`src/common/mrd_params.svh`:
```
`ifndef MRD_PARAMS_SVH
`define MRD_PARAMS_SVH

// Register indices
`define MRD_REG_USER_RD      8'h19
`define MRD_REG_USER_WR      8'h1A
`define MRD_REG_SMM_SHADOW   8'h1C
`define MRD_REG_R0_MID       8'h30
`define MRD_REG_R0_HIGH      8'h31
`define MRD_REG_R0_SIZE      8'h32
`define MRD_REG_R0_CACHE     8'h33
`define MRD_REG_R1_MID       8'h34
`define MRD_REG_R1_HIGH      8'h35
`define MRD_REG_R1_SIZE      8'h36
`define MRD_REG_R1_CACHE     8'h37

// Reset values
`define MRD_RST_REG          8'h00

// Field positions in size/attribute register
`define MRD_HOLE_BIT         5
`define MRD_LOCAL_BIT        6
`define MRD_SIZE_MAX         4'hB

// Cache attribute codes
`define MRD_CA_DEFAULT       2'h0
`define MRD_CA_NONCACHE      2'h1
`define MRD_CA_WT            2'h2
`define MRD_CA_WB            2'h3

// Flush pulse length in clocks
`define MRD_FLUSH_CLOCKS     3'h4

`endif

```
`src/common/mrd_pkg.sv`:
```
package mrd_pkg;
    typedef enum logic [1:0] {
        MRD_L1_DEFAULT,
        MRD_L1_WT,
        MRD_L1_WB
    } mrd_l1_mode_t;
endpackage

```
`src/mrd_top.sv`:
```
`timescale 1ns/100ps
`include "mrd_params.svh"

module mrd_top (
    // Clock and reset
    input  wire logic        clk_sys,
    input  wire logic        nrst,
    // Configuration register port
    input  wire logic [7:0]  cfg_index,
    input  wire logic [7:0]  cfg_wdata,
    input  wire logic        cfg_wr,
    output logic      [7:0]  cfg_rdata,
    // Memory cycle from CPU local bus
    input  wire logic        mem_cycle,
    input  wire logic        mem_write,
    input  wire logic [31:0] mem_addr,
    input  wire logic        smm_active_level_n,
    input  wire logic        smm_cycle_strobe_n,
    input  wire logic        dram_decode_hit,
    input  wire logic        local_device_claim_n,
    // Options and multifunction pin selection
    input  wire logic        strobe_style_smm,
    input  wire logic        flush_on_entry_en,
    input  wire logic        cs_pin_en,
    input  wire logic        cs_pin_sel,
    input  wire logic        wb_pin_en,
    input  wire logic        default_l1_wb,
    // Decode results
    output logic             dram_claim,
    output logic             shadow_hit,
    output logic             local_claim,
    output logic             l1_cacheable,
    output logic             l2_cacheable,
    output logic             writeback_select_pin,
    output logic             range_cs_n,
    output logic             cache_flush_n
);

    // ************************************************************
    // Reset synchroniser
    // ************************************************************
    logic [1:0] rst_sync;
    logic       rst_n;

    always_ff @(posedge clk_sys or negedge nrst) begin
        if (!nrst) begin
            rst_sync <= 2'h0;
        end else begin
            rst_sync <= {rst_sync[0], 1'b1};
        end
    end
    assign rst_n = rst_sync[1];

    // ************************************************************
    // Pin input synchronisers
    // ************************************************************
    logic [2:0] smm_sync;
    logic [2:0] local_device_claim_n_sync;
    logic       smm_n_q;
    logic       local_device_claim_n_n_q;

    always_ff @(posedge clk_sys or negedge rst_n) begin
        if (!rst_n) begin
            smm_sync  <= 3'h7;
            local_device_claim_n_sync <= 3'h7;
            smm_n_q   <= 1'b1;
            local_device_claim_n_n_q  <= 1'b1;
        end else begin
            smm_sync  <= {smm_sync[1:0], smm_active_level_n};
            local_device_claim_n_sync <= {local_device_claim_n_sync[1:0], local_device_claim_n};
            if (smm_sync[1] == smm_sync[2]) begin
                smm_n_q <= smm_sync[2];
            end
            if (local_device_claim_n_sync[1] == local_device_claim_n_sync[2]) begin
                local_device_claim_n_n_q <= local_device_claim_n_sync[2];
            end
        end
    end

    // ************************************************************
    // Configuration registers
    // ************************************************************
    logic [7:0] user_shadow_read_enables;
    logic [7:0] user_shadow_write_enables;
    logic [7:0] smm_shadow_enables;
    logic [7:0] range_start_mid  [2];
    logic [7:0] range_start_high [2];
    logic [7:0] range_size_attrs [2];
    logic [7:0] range_cache_attr [2];

    always_ff @(posedge clk_sys or negedge rst_n) begin
        if (!rst_n) begin
            user_shadow_read_enables  <= `MRD_RST_REG;
            user_shadow_write_enables <= `MRD_RST_REG;
            smm_shadow_enables        <= `MRD_RST_REG;
        end else if (cfg_wr) begin
            case (cfg_index)
                `MRD_REG_USER_RD:    user_shadow_read_enables  <= cfg_wdata;
                `MRD_REG_USER_WR:    user_shadow_write_enables <= cfg_wdata;
                `MRD_REG_SMM_SHADOW: smm_shadow_enables        <= cfg_wdata;
                default: ;
            endcase
        end
    end

    // One register set per decoder
    genvar gi;
    generate
        for (gi = 0; gi < 2; gi++) begin : g_range_regs
            always_ff @(posedge clk_sys or negedge rst_n) begin
                if (!rst_n) begin
                    range_start_mid[gi]  <= `MRD_RST_REG;
                    range_start_high[gi] <= `MRD_RST_REG;
                    range_size_attrs[gi] <= `MRD_RST_REG;
                    range_cache_attr[gi] <= `MRD_RST_REG;
                end else if (cfg_wr) begin
                    if (cfg_index == `MRD_REG_R0_MID + 8'(4 * gi)) begin
                        range_start_mid[gi] <= cfg_wdata;
                    end
                    if (cfg_index == `MRD_REG_R0_HIGH + 8'(4 * gi)) begin
                        range_start_high[gi] <= cfg_wdata;
                    end
                    if (cfg_index == `MRD_REG_R0_SIZE + 8'(4 * gi)) begin
                        range_size_attrs[gi] <= cfg_wdata & 8'h6F;
                    end
                    if (cfg_index == `MRD_REG_R0_CACHE + 8'(4 * gi)) begin
                        range_cache_attr[gi] <= cfg_wdata & 8'h03;
                    end
                end
            end
        end
    endgenerate

    // Read-back, registered; unmapped indices read zero
    always_ff @(posedge clk_sys or negedge rst_n) begin
        if (!rst_n) begin
            cfg_rdata <= 8'h00;
        end else begin
            case (cfg_index)
                `MRD_REG_USER_RD:    cfg_rdata <= user_shadow_read_enables;
                `MRD_REG_USER_WR:    cfg_rdata <= user_shadow_write_enables;
                `MRD_REG_SMM_SHADOW: cfg_rdata <= smm_shadow_enables;
                `MRD_REG_R0_MID:     cfg_rdata <= range_start_mid[0];
                `MRD_REG_R0_HIGH:    cfg_rdata <= range_start_high[0];
                `MRD_REG_R0_SIZE:    cfg_rdata <= range_size_attrs[0];
                `MRD_REG_R0_CACHE:   cfg_rdata <= range_cache_attr[0];
                `MRD_REG_R1_MID:     cfg_rdata <= range_start_mid[1];
                `MRD_REG_R1_HIGH:    cfg_rdata <= range_start_high[1];
                `MRD_REG_R1_SIZE:    cfg_rdata <= range_size_attrs[1];
                `MRD_REG_R1_CACHE:   cfg_rdata <= range_cache_attr[1];
                default:             cfg_rdata <= 8'h00;
            endcase
        end
    end

    // ************************************************************
    // Range compare
    // ************************************************************
    logic [1:0] range_hit;
    logic [1:0] hit_hole;
    logic [1:0] hit_local;
    logic [1:0] hit_nc;
    logic [1:0] hit_wt;
    logic [1:0] hit_wb;

    generate
        for (gi = 0; gi < 2; gi++) begin : g_range_cmp
            logic [11:0] cmp_mask;
            logic [11:0] start_bits;
            logic [3:0]  size_code;
            logic [1:0]  ca;
            // Sizes above 128M are unused; clamp to the largest
            assign size_code = (range_size_attrs[gi][3:0] > `MRD_SIZE_MAX) ?
                               `MRD_SIZE_MAX : range_size_attrs[gi][3:0];
            // Address bits below the size are ignored
            assign cmp_mask   = 12'hFFF << size_code;
            assign start_bits = {range_start_high[gi][3:0], range_start_mid[gi]};
            assign range_hit[gi] = mem_cycle &&
                (mem_addr[31] == range_start_high[gi][7]) &&
                (((mem_addr[27:16] ^ start_bits) & cmp_mask) == 12'h000);
            assign ca = range_cache_attr[gi][1:0];
            // Each attribute acts on its own; all zero gives no effect
            assign hit_hole[gi]  = range_hit[gi] && range_size_attrs[gi][`MRD_HOLE_BIT];
            assign hit_local[gi] = range_hit[gi] && range_size_attrs[gi][`MRD_LOCAL_BIT];
            assign hit_nc[gi]    = range_hit[gi] && (ca == `MRD_CA_NONCACHE);
            assign hit_wt[gi]    = range_hit[gi] && (ca == `MRD_CA_WT);
            assign hit_wb[gi]    = range_hit[gi] && (ca == `MRD_CA_WB);
        end
    endgenerate

    // ************************************************************
    // Shadow selection for 768K-1M
    // ************************************************************
    logic       in_smm;
    logic       seg_c;
    logic [2:0] seg_def;
    logic [1:0] c_quarter;
    logic       shadow_rd;
    logic       shadow_wr;
    logic       in_shadow;

    // Strobe-style CPUs flag SMM per cycle, level CPUs by a steady level
    assign in_smm = strobe_style_smm ? !smm_cycle_strobe_n : !smm_n_q;
    assign in_shadow = (mem_addr[31:20] == 12'h000) && (mem_addr[19:18] == 2'h3);
    assign seg_c     = in_shadow && (mem_addr[17:16] == 2'h0);
    assign c_quarter = mem_addr[15:14];
    assign seg_def   = {in_shadow && (mem_addr[17:16] == 2'h3),
                        in_shadow && (mem_addr[17:16] == 2'h2),
                        in_shadow && (mem_addr[17:16] == 2'h1)};

    // C segments always use user bits; D/E/F pick set by SMM
    always_comb begin
        shadow_rd = 1'b0;
        shadow_wr = 1'b0;
        if (seg_c) begin
            shadow_rd = user_shadow_read_enables[c_quarter];
            shadow_wr = user_shadow_write_enables[c_quarter];
        end else begin
            for (int s = 0; s < 3; s++) begin
                if (seg_def[s]) begin
                    shadow_rd = in_smm ? smm_shadow_enables[s] :
                                user_shadow_read_enables[4 + s];
                    shadow_wr = in_smm ? smm_shadow_enables[4 + s] :
                                user_shadow_write_enables[4 + s];
                end
            end
        end
    end

    // ************************************************************
    // Cycle routing outputs
    // ************************************************************
    logic         any_hole;
    logic         any_local;
    logic         shadow_on;
    logic         next_dram;
    mrd_pkg::mrd_l1_mode_t next_l1;

    // Either decoder's hole or local bit applies
    assign any_hole  = |hit_hole;
    assign any_local = |hit_local;
    assign shadow_on = mem_write ? shadow_wr : shadow_rd;

    // Shadow space: bit decides ISA or DRAM, same DRAM in both modes
    always_comb begin
        if (in_shadow) begin
            next_dram = shadow_on && !any_hole;
        end else begin
            next_dram = dram_decode_hit && !any_hole;
        end
    end

    always_comb begin
        next_l1 = mrd_pkg::MRD_L1_DEFAULT;
        if (|hit_wt) begin
            next_l1 = mrd_pkg::MRD_L1_WT;
        end else if (|hit_wb) begin
            next_l1 = mrd_pkg::MRD_L1_WB;
        end
    end

    always_ff @(posedge clk_sys or negedge rst_n) begin
        if (!rst_n) begin
            dram_claim   <= 1'b0;
            shadow_hit   <= 1'b0;
            local_claim  <= 1'b0;
            l1_cacheable <= 1'b0;
            l2_cacheable <= 1'b0;
        end else begin
            dram_claim  <= mem_cycle && next_dram;
            shadow_hit  <= mem_cycle && in_shadow && shadow_on;
            // Forced claim overrides the pins; only takes the cycle from ISA
            local_claim <= mem_cycle && (any_local || !local_device_claim_n_n_q);
            // Non-cache ranges fill no lines; holes fill no L2 lines, and L1 lines only under a forced WT/WB mode
            l2_cacheable <= mem_cycle && next_dram && !(|hit_nc);
            l1_cacheable <= mem_cycle && !(|hit_nc) &&
                            (next_dram || next_l1 != mrd_pkg::MRD_L1_DEFAULT);
        end
    end

    // Write-back select pin follows the forced L1 mode
    always_ff @(posedge clk_sys or negedge rst_n) begin
        if (!rst_n) begin
            writeback_select_pin <= 1'b0;
        end else if (!wb_pin_en) begin
            writeback_select_pin <= 1'b0;
        end else begin
            case (next_l1)
                mrd_pkg::MRD_L1_WT: writeback_select_pin <= 1'b0;
                mrd_pkg::MRD_L1_WB: writeback_select_pin <= 1'b1;
                default:            writeback_select_pin <= default_l1_wb;
            endcase
        end
    end

    // Chip select needs the pin enable and a hit in the decoder picked by cs_pin_sel
    always_ff @(posedge clk_sys or negedge rst_n) begin
        if (!rst_n) begin
            range_cs_n <= 1'b1;
        end else begin
            range_cs_n <= !(cs_pin_en && range_hit[cs_pin_sel]);
        end
    end

    // ************************************************************
    // Flush on level-style SMM entry
    // ************************************************************
    logic       smm_n_prev;
    logic [2:0] flush_cnt;

    // Level-style entry edge only; strobe entry, exit and L2 never flushed
    always_ff @(posedge clk_sys or negedge rst_n) begin
        if (!rst_n) begin
            smm_n_prev    <= 1'b1;
            flush_cnt     <= 3'h0;
            cache_flush_n <= 1'b1;
        end else begin
            smm_n_prev <= smm_n_q;
            if (smm_n_prev && !smm_n_q && flush_on_entry_en && !strobe_style_smm) begin
                flush_cnt     <= `MRD_FLUSH_CLOCKS - 3'h1;
                cache_flush_n <= 1'b0;
            end else if (flush_cnt != 3'h0) begin
                flush_cnt     <= flush_cnt - 3'h1;
                cache_flush_n <= 1'b0;
            end else begin
                cache_flush_n <= 1'b1;
            end
        end
    end

endmodule

```
`config.mk`:
```
export PLATFORM = sky130hd
export DESIGN_NAME = mrd_top
export DESIGN_NICKNAME = d
export VERILOG_FILES = /design/src/common/mrd_pkg.sv /design/src/mrd_top.sv
export VERILOG_INCLUDE_DIRS = /design/src /design/src/common
export SDC_FILE = /design/constraint.sdc
export NUM_CORES = 1
export LEC_CHECK = 0
export BUFFER_PORTS_ARGS = -buffer_cell sky130_fd_sc_hd__clkbuf_2
export CAP_MARGIN = 20
export CORE_MARGIN = 5
export CORE_UTILIZATION = 55
export DETAILED_ROUTE_END_ITERATION = 8
export PLACE_DENSITY = 0.78
export SYNTH_ARGS = -nofsm -noshare
export SYNTH_HDL_FRONTEND = slang
export SYNTH_SLANG_ARGS = --single-unit
```
`constraint.sdc`:
```
create_clock -name clk_sys -period 3.4 [get_ports clk_sys]
set_clock_uncertainty 0.05 [all_clocks]
set_input_delay 0.34 -clock clk_sys [delete_from_list [all_inputs] [get_ports clk_sys]]
set_output_delay 0.34 -clock clk_sys [all_outputs]
set_load 0.1 [all_outputs]
```
==> metrics, run 1 <==
status=finished clean; endpoints failing hold=0; post-CTS resize count=0; initial antenna violation count=0; placed instance count=591; Final ANT Viol Nets=0; Pleak=2.744 nW; Die Ht=105.5 um; fin crit share=74.75%; Worst Hold Class=in -> reg; PD cells=430.3 nW/um2; Largest delay share family, worst path=compound AO/OA/AOI/OAI gates; worst-path cell chain=o21ai_0, a2111oi_0, o311ai_0, nor2_1, a221o_1, a31oi_2; CP max stage cell=a2111oi_0; RR Startpoint=range_size_attrs[2]; Core Area=8806 um2; CP Max Fanout=8; post-layout min period=2.542 ns; Syn Inst Count=428; # H-tree levels=3; Initial Utilization=56.99%; TritonCTS clock tree=done; GRT overflow=0; via/cell ratio=6.190; prevailing post-synth register cell=dfrtp_1; Final GP Congestion=0.9487; startpoint types=flip-flop; initial DRC count=352; clk buf depth=2; Final setup viols=0; P&R area growth vs syn=12.91%; crit-path max cell delay=0.55 ns; routed length per instance=20.87 um; Final TNS setup=0 ns; arrival time at the worst endpoint=2.74 ns; Final Routed Wirelength=12730 um; Worst-path clk slew=0.10 ns; r2r setup slk=0.86 ns; Seq cells post-synth=102; worst setup path start=range_size_attrs[2]; synth unique cells=57; total of max-cap violations=0; HPWL after DPL=9411 um; Least-Margin Pin Slew=1.001 ns; Critical Path RT=3.60 ns; first-pass GRT wire length=20470 um; Netlist Area Pre-Place=5019 um2; Pwr Total=2.438 mW; clk_lat worst skew=0.36 ns; # clock sinks=102; antenna cell count=0; fin cells=610; Rel. slew slack=33.25%; post-synthesis sequential area ratio=51.13%; Die X=105.5 um; WP depth=6; Max Slew Vio Count=0; maximum vdd drop=0.2398 mV; drt pass-1 iters=5; drt drc=0; largest net degree at the start of global routing=79; total global routing track utilization=23.50%; EDFF count, synth=0; DR vias=3776; Synth Net Count=493; commonest non-fill, non-tap cell in the layout=dfrtp_1; layout cell share with drive strength beyond 1=35.06%; Max Fclk=393.5 MHz; Syn Area/Cell=11.73 um2; RSZ-0062 raised after global routing=no; WS Path Type=reg -> reg; vias in the first global route=3867; CP endpoint=l1_cacheable; post-CTS setup buffers=0; asr flop ratio synth=100.0%; total CTS buffers=9; Hold Path Origin=cs_pin_en; reg2reg end=l1_cacheable; crit end category=flip-flop; most frequent cells in the layout=90 x dfrtp_1, 72 x mux2_2, 64 x clkbuf_2; crit path buf inv count=0; clock root cell=clkbuf_8; worst r2r path cells=6; nets@finish=562; die area=11140 um2; # rows=34; YS warnings=0; I/O Buffers=64; I/O pin cnt=79
[worst register-to-register path, cell delays in order (launching register included)]
cell,delay (ns)
dfrtp_1,0.50
o21ai_0,0.16
a2111oi_0,0.55
o311ai_0,0.37
nor2_1,0.39
a221o_1,0.31
a31oi_2,0.10
[cell usage after synthesis, drive strengths merged, types with 3 or more instances]
master	number	area share [%]
nand2	26	1.9
nor2b	4	0.50
o21ai	13	1.3
nand4	4	0.50
mux4	3	1.3
mux2i	15	3.2
nand3	8	0.80
a31oi	3	0.50
dfstp	11	5.8
o22ai	5	0.62
a22oi	11	1.6
a21oi	24	2.4
nor2	25	1.9
xor2	16	2.8
o211ai	3	0.45
mux2	72	16
a2111oi	3	0.52
o311ai	3	0.52
inv	12	0.90
xnor2	11	1.9
and2	3	0.37
buf	4	0.32
nor3	4	0.50
dfrtp	91	45
a21o	4	0.60
nand2b	4	0.50
clkbuf	12	0.90
[sequential cells by signal (all words and copies together) (netlist names), 3 cells and up]
register	cells
g_range_cmp.start_bits	24
range_size_attrs	12
cfg_rdata	8
range_start_high	8
smm_shadow_enables	8
user_shadow_read_enables	8
user_shadow_write_enables	8
g_range_cmp.ca	4
flush_cnt	3
local_device_claim_n_sync	3
smm_sync	3
[area by class of cell]
type,count,area [um2]
well taps,108,135.1
repair buffers,74,402.9
inverters,12,45.04
clock buffers,12,135.1
flip-flops and latches,102,2570
clock inverters,4,32.53
multi-input cells,298,2346
fillers,695,3139
[per-stage QoR]
stage	hold slack [ns]	setup slack, ns	util, %	instance area (um2)
2_1_floorplan	-0.005591	0.3175	-	5019
3_3_place_gp	0.07516	0.8937	62.11	5469
3_5_place_dp	0.07706	0.8108	62.11	5469
4_1_cts	0.02871	0.9644	64.35	5667
5_1_grt	0.01755	0.8281	64.35	5667
6_report	0.03161	0.8584	64.35	5667
[report_power, final]
group	switching [mW]	leakage (nW)	internal [mW]	total, mW
registers	0.0798	1.34	1.30	1.38
logic	0.220	1.32	0.152	0.372
clock network	0.415	0.0772	0.272	0.686
[cell families after synthesis]
group                      Yosys count  share of synthesized area, %
other                                1                       0.07472
DFF                                102                         51.13
adders and majority gates            4                        0.8975
buffers and inverters               28                         2.119
xor gates and xnor gates            27                         4.712
and+or+nand+nor                     92                         9.200
AOI/OAI and AO/OA                   84                         11.12
muxes                               90                         20.74
[worst min-delay path by stage]
| stage | depth (start not counted) | endpoint |
|---|---|---|
| after detailed placement | 1 | rst_sync[0] |
| after global placement | 1 | rst_sync[0] |
| after global routing | 2 | range_cs_n |
| final | 2 | range_cs_n |
| after floorplan | 0 | rst_sync[0] |
| after CTS | 2 | range_cs_n |
[per-layer routing]
layer  routed length (um)  share of wire, %  vias up  track usage (%)
met5                    0                 0        -                0
li1                     -                 -     1696                -
met3                  806               6.3       22            5.562
met4                  264               2.1        0            7.123
met2                 6142                48      143            37.30
met1                 5517                43     1915            32.32
[timing repair]
action / CTS / global route
hold buffers: 3 / 0
endpoints found under the hold margin: 4 / 0
endpoints found under the setup margin: 0 / 0
Power figures use the tool's default switching activity.
==> run 2, diff against run 1 <==
==> constraint.sdc (replaced) <==
create_clock -name clk_sys -period 2.4 [get_ports clk_sys]
set_clock_uncertainty 0.05 [all_clocks]
set_input_delay 0.24 -clock clk_sys [delete_from_list [all_inputs] [get_ports clk_sys]]
set_output_delay 0.24 -clock clk_sys [all_outputs]
set_load 0.1 [all_outputs]
==> metrics, run 2 (synthesis gave the netlist of run 1 again) <==
Final setup viols=0 (unchanged); antenna cell count=0 (unchanged); first-pass GRT wire length=20840 um (+1.8%); largest net degree at the start of global routing=101 (+28%); arrival time at the worst endpoint=2.52 ns (-0.22 ns); placed instance count=602 (+1.9%); Worst-path clk slew=0.10 ns (about the same); PD cells=612.6 nW/um2 (+42%); final worst slack=0.1292 ns (-0.7291 ns); Least-Margin Pin Slew=0.5520 ns (-0.4493 ns); routed length per instance=20.45 um (-2.0%); clk buf depth=2 (unchanged); post-layout min period=2.271 ns (-0.2709 ns); commonest non-fill, non-tap cell in the layout=dfrtp_1; initial antenna violation count=0 (unchanged); Die Ht=105.5 um (unchanged); total of max-cap violations=0 (unchanged); reg2reg end=l1_cacheable; GRT overflow=0 (unchanged); fin cells=622 (+2.0%); nets@finish=574 (+2.1%); Final TNS setup=0 ns (unchanged); # rows=34 (unchanged); drt pass-1 iters=5 (unchanged); die area=11140 um2 (unchanged); Hold Path Origin=default_l1_wb; Final ANT Viol Nets=0 (unchanged); Final Routed Wirelength=12720 um (about the same); fin crit share=94.62% (+20 points); DR vias=3804 (+0.74%); I/O Buffers=64 (unchanged); maximum vdd drop=0.3639 mV (+52%); worst r2r path cells=7 (+1); Final GP Congestion=0.9274 (-2.2%); Initial Utilization=56.99% (unchanged); worst slack at placement=0.03453 ns (-0.7762 ns); crit end category=flip-flop; final-layout fill cell count=708 (+1.9%); clk_lat worst skew=0.37 ns (about the same); hold endpoint=writeback_select_pin; I/O pin cnt=79 (unchanged); via/cell ratio=6.116 (-1.2%); most frequent cells in the layout=89 x dfrtp_1, 72 x mux2_2, 64 x clkbuf_2; layout cell share with drive strength beyond 1=37.55% (+2.5 points); drt drc=0 (unchanged); max FFs per register=24 (unchanged); vias in the first global route=3880 (+0.34%); RSZ-0062 raised after global routing=no; Worst Hold Depth=3 (+1); Worst Hold Class=in -> reg; TritonCTS clock tree=done; CP Max Fanout=6 (-2); endpoints failing hold=0 (unchanged); Die X=105.5 um (unchanged); # clock sinks=102 (unchanged); Max Slew Vio Count=0 (unchanged); initial DRC count=292 (-17%); Pwr Total=3.559 mW (+46%); # H-tree levels=3 (unchanged); Pleak=2.835 nW (+3.3%); clock root cell=clkbuf_8; Critical Path RT=2.65 ns (-0.95 ns); Max Fclk=440.4 MHz (+12%); status=finished clean; total CTS buffers=9 (unchanged); Rel. slew slack=63.20% (+30 points); Core Area=8806 um2 (unchanged); RR Startpoint=smm_n_q; WS Path Type=reg -> reg; total global routing track utilization=24.14% (+0.64 points); r2r setup slk=0.13 ns (-0.73 ns); startpoint types=flip-flop; HPWL after DPL=9432 um (+0.22%); P&R area growth vs syn=15.76%
==> run 2: cell types whose count changed in the layout (fill, tap and decap cells not counted), sizes merged <==
| cell | delta |
|---|---|
| buf | +11 |
| clkinvlp | -2 |
| dlygate4sd3 | +1 |
| inv | +2 |
==> run 2: area by class of cell <==
| class | count | area [um2] | area share (%) |
|---|---|---|---|
| Clock inverter | 4 | 35.03 | 0.6031 |
| Tap cell | 108 | 135.1 | 2.326 |
| Sequential cell | 102 | 2571 | 44.26 |
| Clock buffer | 12 | 155.1 | 2.671 |
| Inverter | 12 | 45.04 | 0.7754 |
| Multi-Input combinational cell | 298 | 2360 | 40.62 |
| Timing Repair Buffer | 86 | 508.0 | 8.744 |
==> run 2: through the flow <==
step	utilization, %	hold WS, ns	cell area (um2)
after global placement	63.19	-0.02460	5564
after CTS	65.80	0.03643	5794
after floorplan	-	-0.1056	5020
after detailed placement	63.19	-0.02062	5564
final	65.97	0.04122	5809
after global routing	65.97	0.02941	5809
==> run 2: critical path: stages, from the launching register on <==
cell and delay [ns]:
dfstp_2 0.59, mux2i_4 0.12, mux2i_1 0.14, o22ai_1 0.14, a311oi_1 0.07, or4_4 0.57
a221o_1 0.38, a31oi_2 0.14
==> run 2: power by group <==
part / total, mW / switching, mW / internal (mW)
combinational: 0.561 / 0.335 / 0.226
clock: 1.07 / 0.617 / 0.449
sequential: 1.93 / 0.0895 / 1.84
==> run 2: metal layers <==
layer | wire [um] | GRT usage, % | vias to the layer above
met4 | 296 | 7.308 | 0
li1 | - | - | 1721
met2 | 6110 | 38.16 | 151
met1 | 5387 | 32.85 | 1906
met3 | 928 | 6.540 | 26
met5 | 0 | 0 | -
==> run 2: what timing repair did <==
action / 4_1_cts / 5_1_grt
buffers inserted: 0 / 0
setup endpoints to repair: 0 / 4
endpoints found under the hold margin: 5 / 0
hold buffers: 4 / 0
gates resized for setup: 0 / 4
==> run 2: worst max path at each step <==
stage                            startpoint            to  slack (ns)  depth (start not counted)
2_1_floorplan                       smm_n_q  l1_cacheable        0.30                          7
3_3_place_gp                   mem_addr[24]  l1_cacheable        0.06                          6
3_5_place_dp               strobe_style_smm  l1_cacheable        0.03                          8
4_1_cts                             smm_n_q  l1_cacheable        0.05                          7
5_1_grt        g_range_cmp[1].start_bits[0]  l1_cacheable       0.009                          8
6_report                            smm_n_q  l1_cacheable        0.13                          7
==> run 3, diff against run 2 <==
--- a/config.mk
+++ b/config.mk
@@ -11,6 +11,7 @@
 export CORE_MARGIN = 5
 export CORE_UTILIZATION = 55
 export DETAILED_ROUTE_END_ITERATION = 8
+export HOLD_SLACK_MARGIN = 0.06
 export PLACE_DENSITY = 0.78
 export SYNTH_ARGS = -nofsm -noshare
 export SYNTH_HDL_FRONTEND = slang
==> metrics, run 3 (synthesis gave the netlist of run 1 again) <==
status=finished clean; GRT overflow=0 (unchanged); TritonCTS clock tree=done; drt drc=0 (unchanged); clk_lat worst skew=0.37 ns (about the same); die area=11140 um2 (unchanged); Pwr Total=3.563 mW (+0.12%); fin crit share=95.06% (+0.45 points); total CTS buffers=9 (unchanged); total of max-cap violations=0 (unchanged); first-pass GRT wire length=20870 um (+0.13%); post-layout min period=2.282 ns (+0.01077 ns); Die X=105.5 um (unchanged); Final setup viols=0 (unchanged); PD cells=610.1 nW/um2 (-0.40%); Max Slew Vio Count=0 (unchanged); DR vias=3824 (+0.53%); Final TNS setup=0 ns (unchanged); initial DRC count=323 (+11%); vias in the first global route=3891 (+0.28%); Final GP Congestion=0.9274 (unchanged); I/O Buffers=64 (unchanged); Pleak=2.848 nW (+0.44%); WS Path Type=reg -> reg; clock root cell=clkbuf_8; layout cell share with drive strength beyond 1=37.33% (-0.22 points); I/O pin cnt=79 (unchanged); clk buf depth=2 (unchanged); P&R area growth vs syn=16.36%; Final Routed Wirelength=12780 um (+0.42%); final core utilization=66.31% (+0.34 points); CP Max Fanout=6 (unchanged); placed instance count=602 (unchanged); RSZ-0062 raised after global routing=no; # H-tree levels=3 (unchanged); routed length per instance=20.44 um (about the same); nets@finish=577 (+0.52%); Area after DPL=5564 um2 (unchanged); post-CTS setup buffers=0 (unchanged); Initial Utilization=56.99% (unchanged); Rel. slew slack=62.65% (-0.55 points); arrival time at the worst endpoint=2.53 ns (about the same); Final ANT Viol Nets=0 (unchanged); Worst-path clk slew=0.10 ns (about the same); worst slack at placement=0.03453 ns (unchanged); maximum vdd drop=0.3635 mV (-0.11%); # clock sinks=102 (unchanged); antenna cell count=0 (unchanged); Design Area, Final=5839 um2 (+0.52%); # rows=34 (unchanged); startpoint types=flip-flop; max FFs per register=24 (unchanged); Critical Path RT=2.64 ns (about the same); Max Fclk=438.3 MHz (-0.47%); HPWL after DPL=9432 um (unchanged); crit-path max cell delay=0.59 ns (about the same); fin cells=625 (+0.48%); CP max stage cell=dfstp_2; crit end category=flip-flop; final worst slack=0.1185 ns (-0.01077 ns); final hold slack=0.1247 ns (+0.08345 ns); Worst Hold Class=in -> async; total global routing track utilization=24.15% (about the same); Die Ht=105.5 um (unchanged); most frequent cells in the layout=89 x dfrtp_1, 72 x mux2_2, 64 x clkbuf_2; Least-Margin Pin Slew=0.5603 ns (+0.008225 ns); via/cell ratio=6.118 (about the same); Core Area=8806 um2 (unchanged); largest net degree at the start of global routing=101 (unchanged); drt pass-1 iters=5 (unchanged); commonest non-fill, non-tap cell in the layout=dfrtp_1; endpoints failing hold=0 (unchanged); initial antenna violation count=0 (unchanged); worst-path cell chain=mux2i_4, mux2i_1, o22ai_1, a311oi_1, or4_4, a221o_1, a31oi_2
-- run 3: changes by cell type in the layout (fill, tap and decap cells not counted) --
cell / before / now
dlygate4sd3_1: 4 / 7
o21ai_0: 13 / 12
o21ai_1: 0 / 1
-- run 3: worst max-delay path, delay by kind of cell (launching register included) --
| family | cells | cell delay [ns] |
|---|---|---|
| multiplexers | 2 | 0.26 |
| AND/OR/NAND/NOR | 1 | 0.56 |
| flip-flops | 1 | 0.59 |
| AO/OA/AOI/OAI | 4 | 0.74 |
-- run 3: area by class of cell --
type	instances	area, um2
Clock buffer	12	155.1
Clock inverter	4	35.03
Fill cell	699	2967
Inverter	12	45.04
Multi-Input combinational cell	298	2360
Sequential cell	102	2571
Tap cell	108	135.1
Timing Repair Buffer	89	538.0
-- run 3: worst paths after layout --
| path | from | cells past startpoint | slack [ns] | end |
|---|---|---|---|---|
| max reg2reg | smm_n_q | 7 | 0.12 | l1_cacheable |
| max | smm_n_q | 7 | 0.12 | l1_cacheable |
| min | nrst | 2 | 0.12 | rst_sync[1] |
| min reg2reg | rst_sync[1] | 1 | 0.29 | user_shadow_read_enables[5] |
| max in group asynchronous | rst_sync[1] | 1 | 1.53 | range_size_attrs[0] |
| min in group clk_sys | flush_on_entry_en | 3 | 0.14 | flush_cnt[0] |
-- run 3: report_power, final --
part / switching (mW) / total (mW) / internal (mW)
sequential: 0.0897 / 1.93 / 1.84
combinational: 0.337 / 0.566 / 0.229
clock: 0.616 / 1.06 / 0.449
total: 1.04 / 3.56 / 2.52
-- run 3: routing by layer --
layer	share of wire, %	global-route usage (%)	routed length, um	vias up
li1	-	-	-	1731
met1	43	33.04	5447	1913
met2	48	38.21	6173	156
met3	7.0	6.235	889	24
met4	2.1	7.308	266	0
met5	0	0	0	-
-- run 3: repair_timing --
item | CTS | global route
hold buffers | 7 | 0
endpoints found under the setup margin | 0 | 4
hold endpoints to repair | 6 | 0
gates resized for setup | 0 | 5
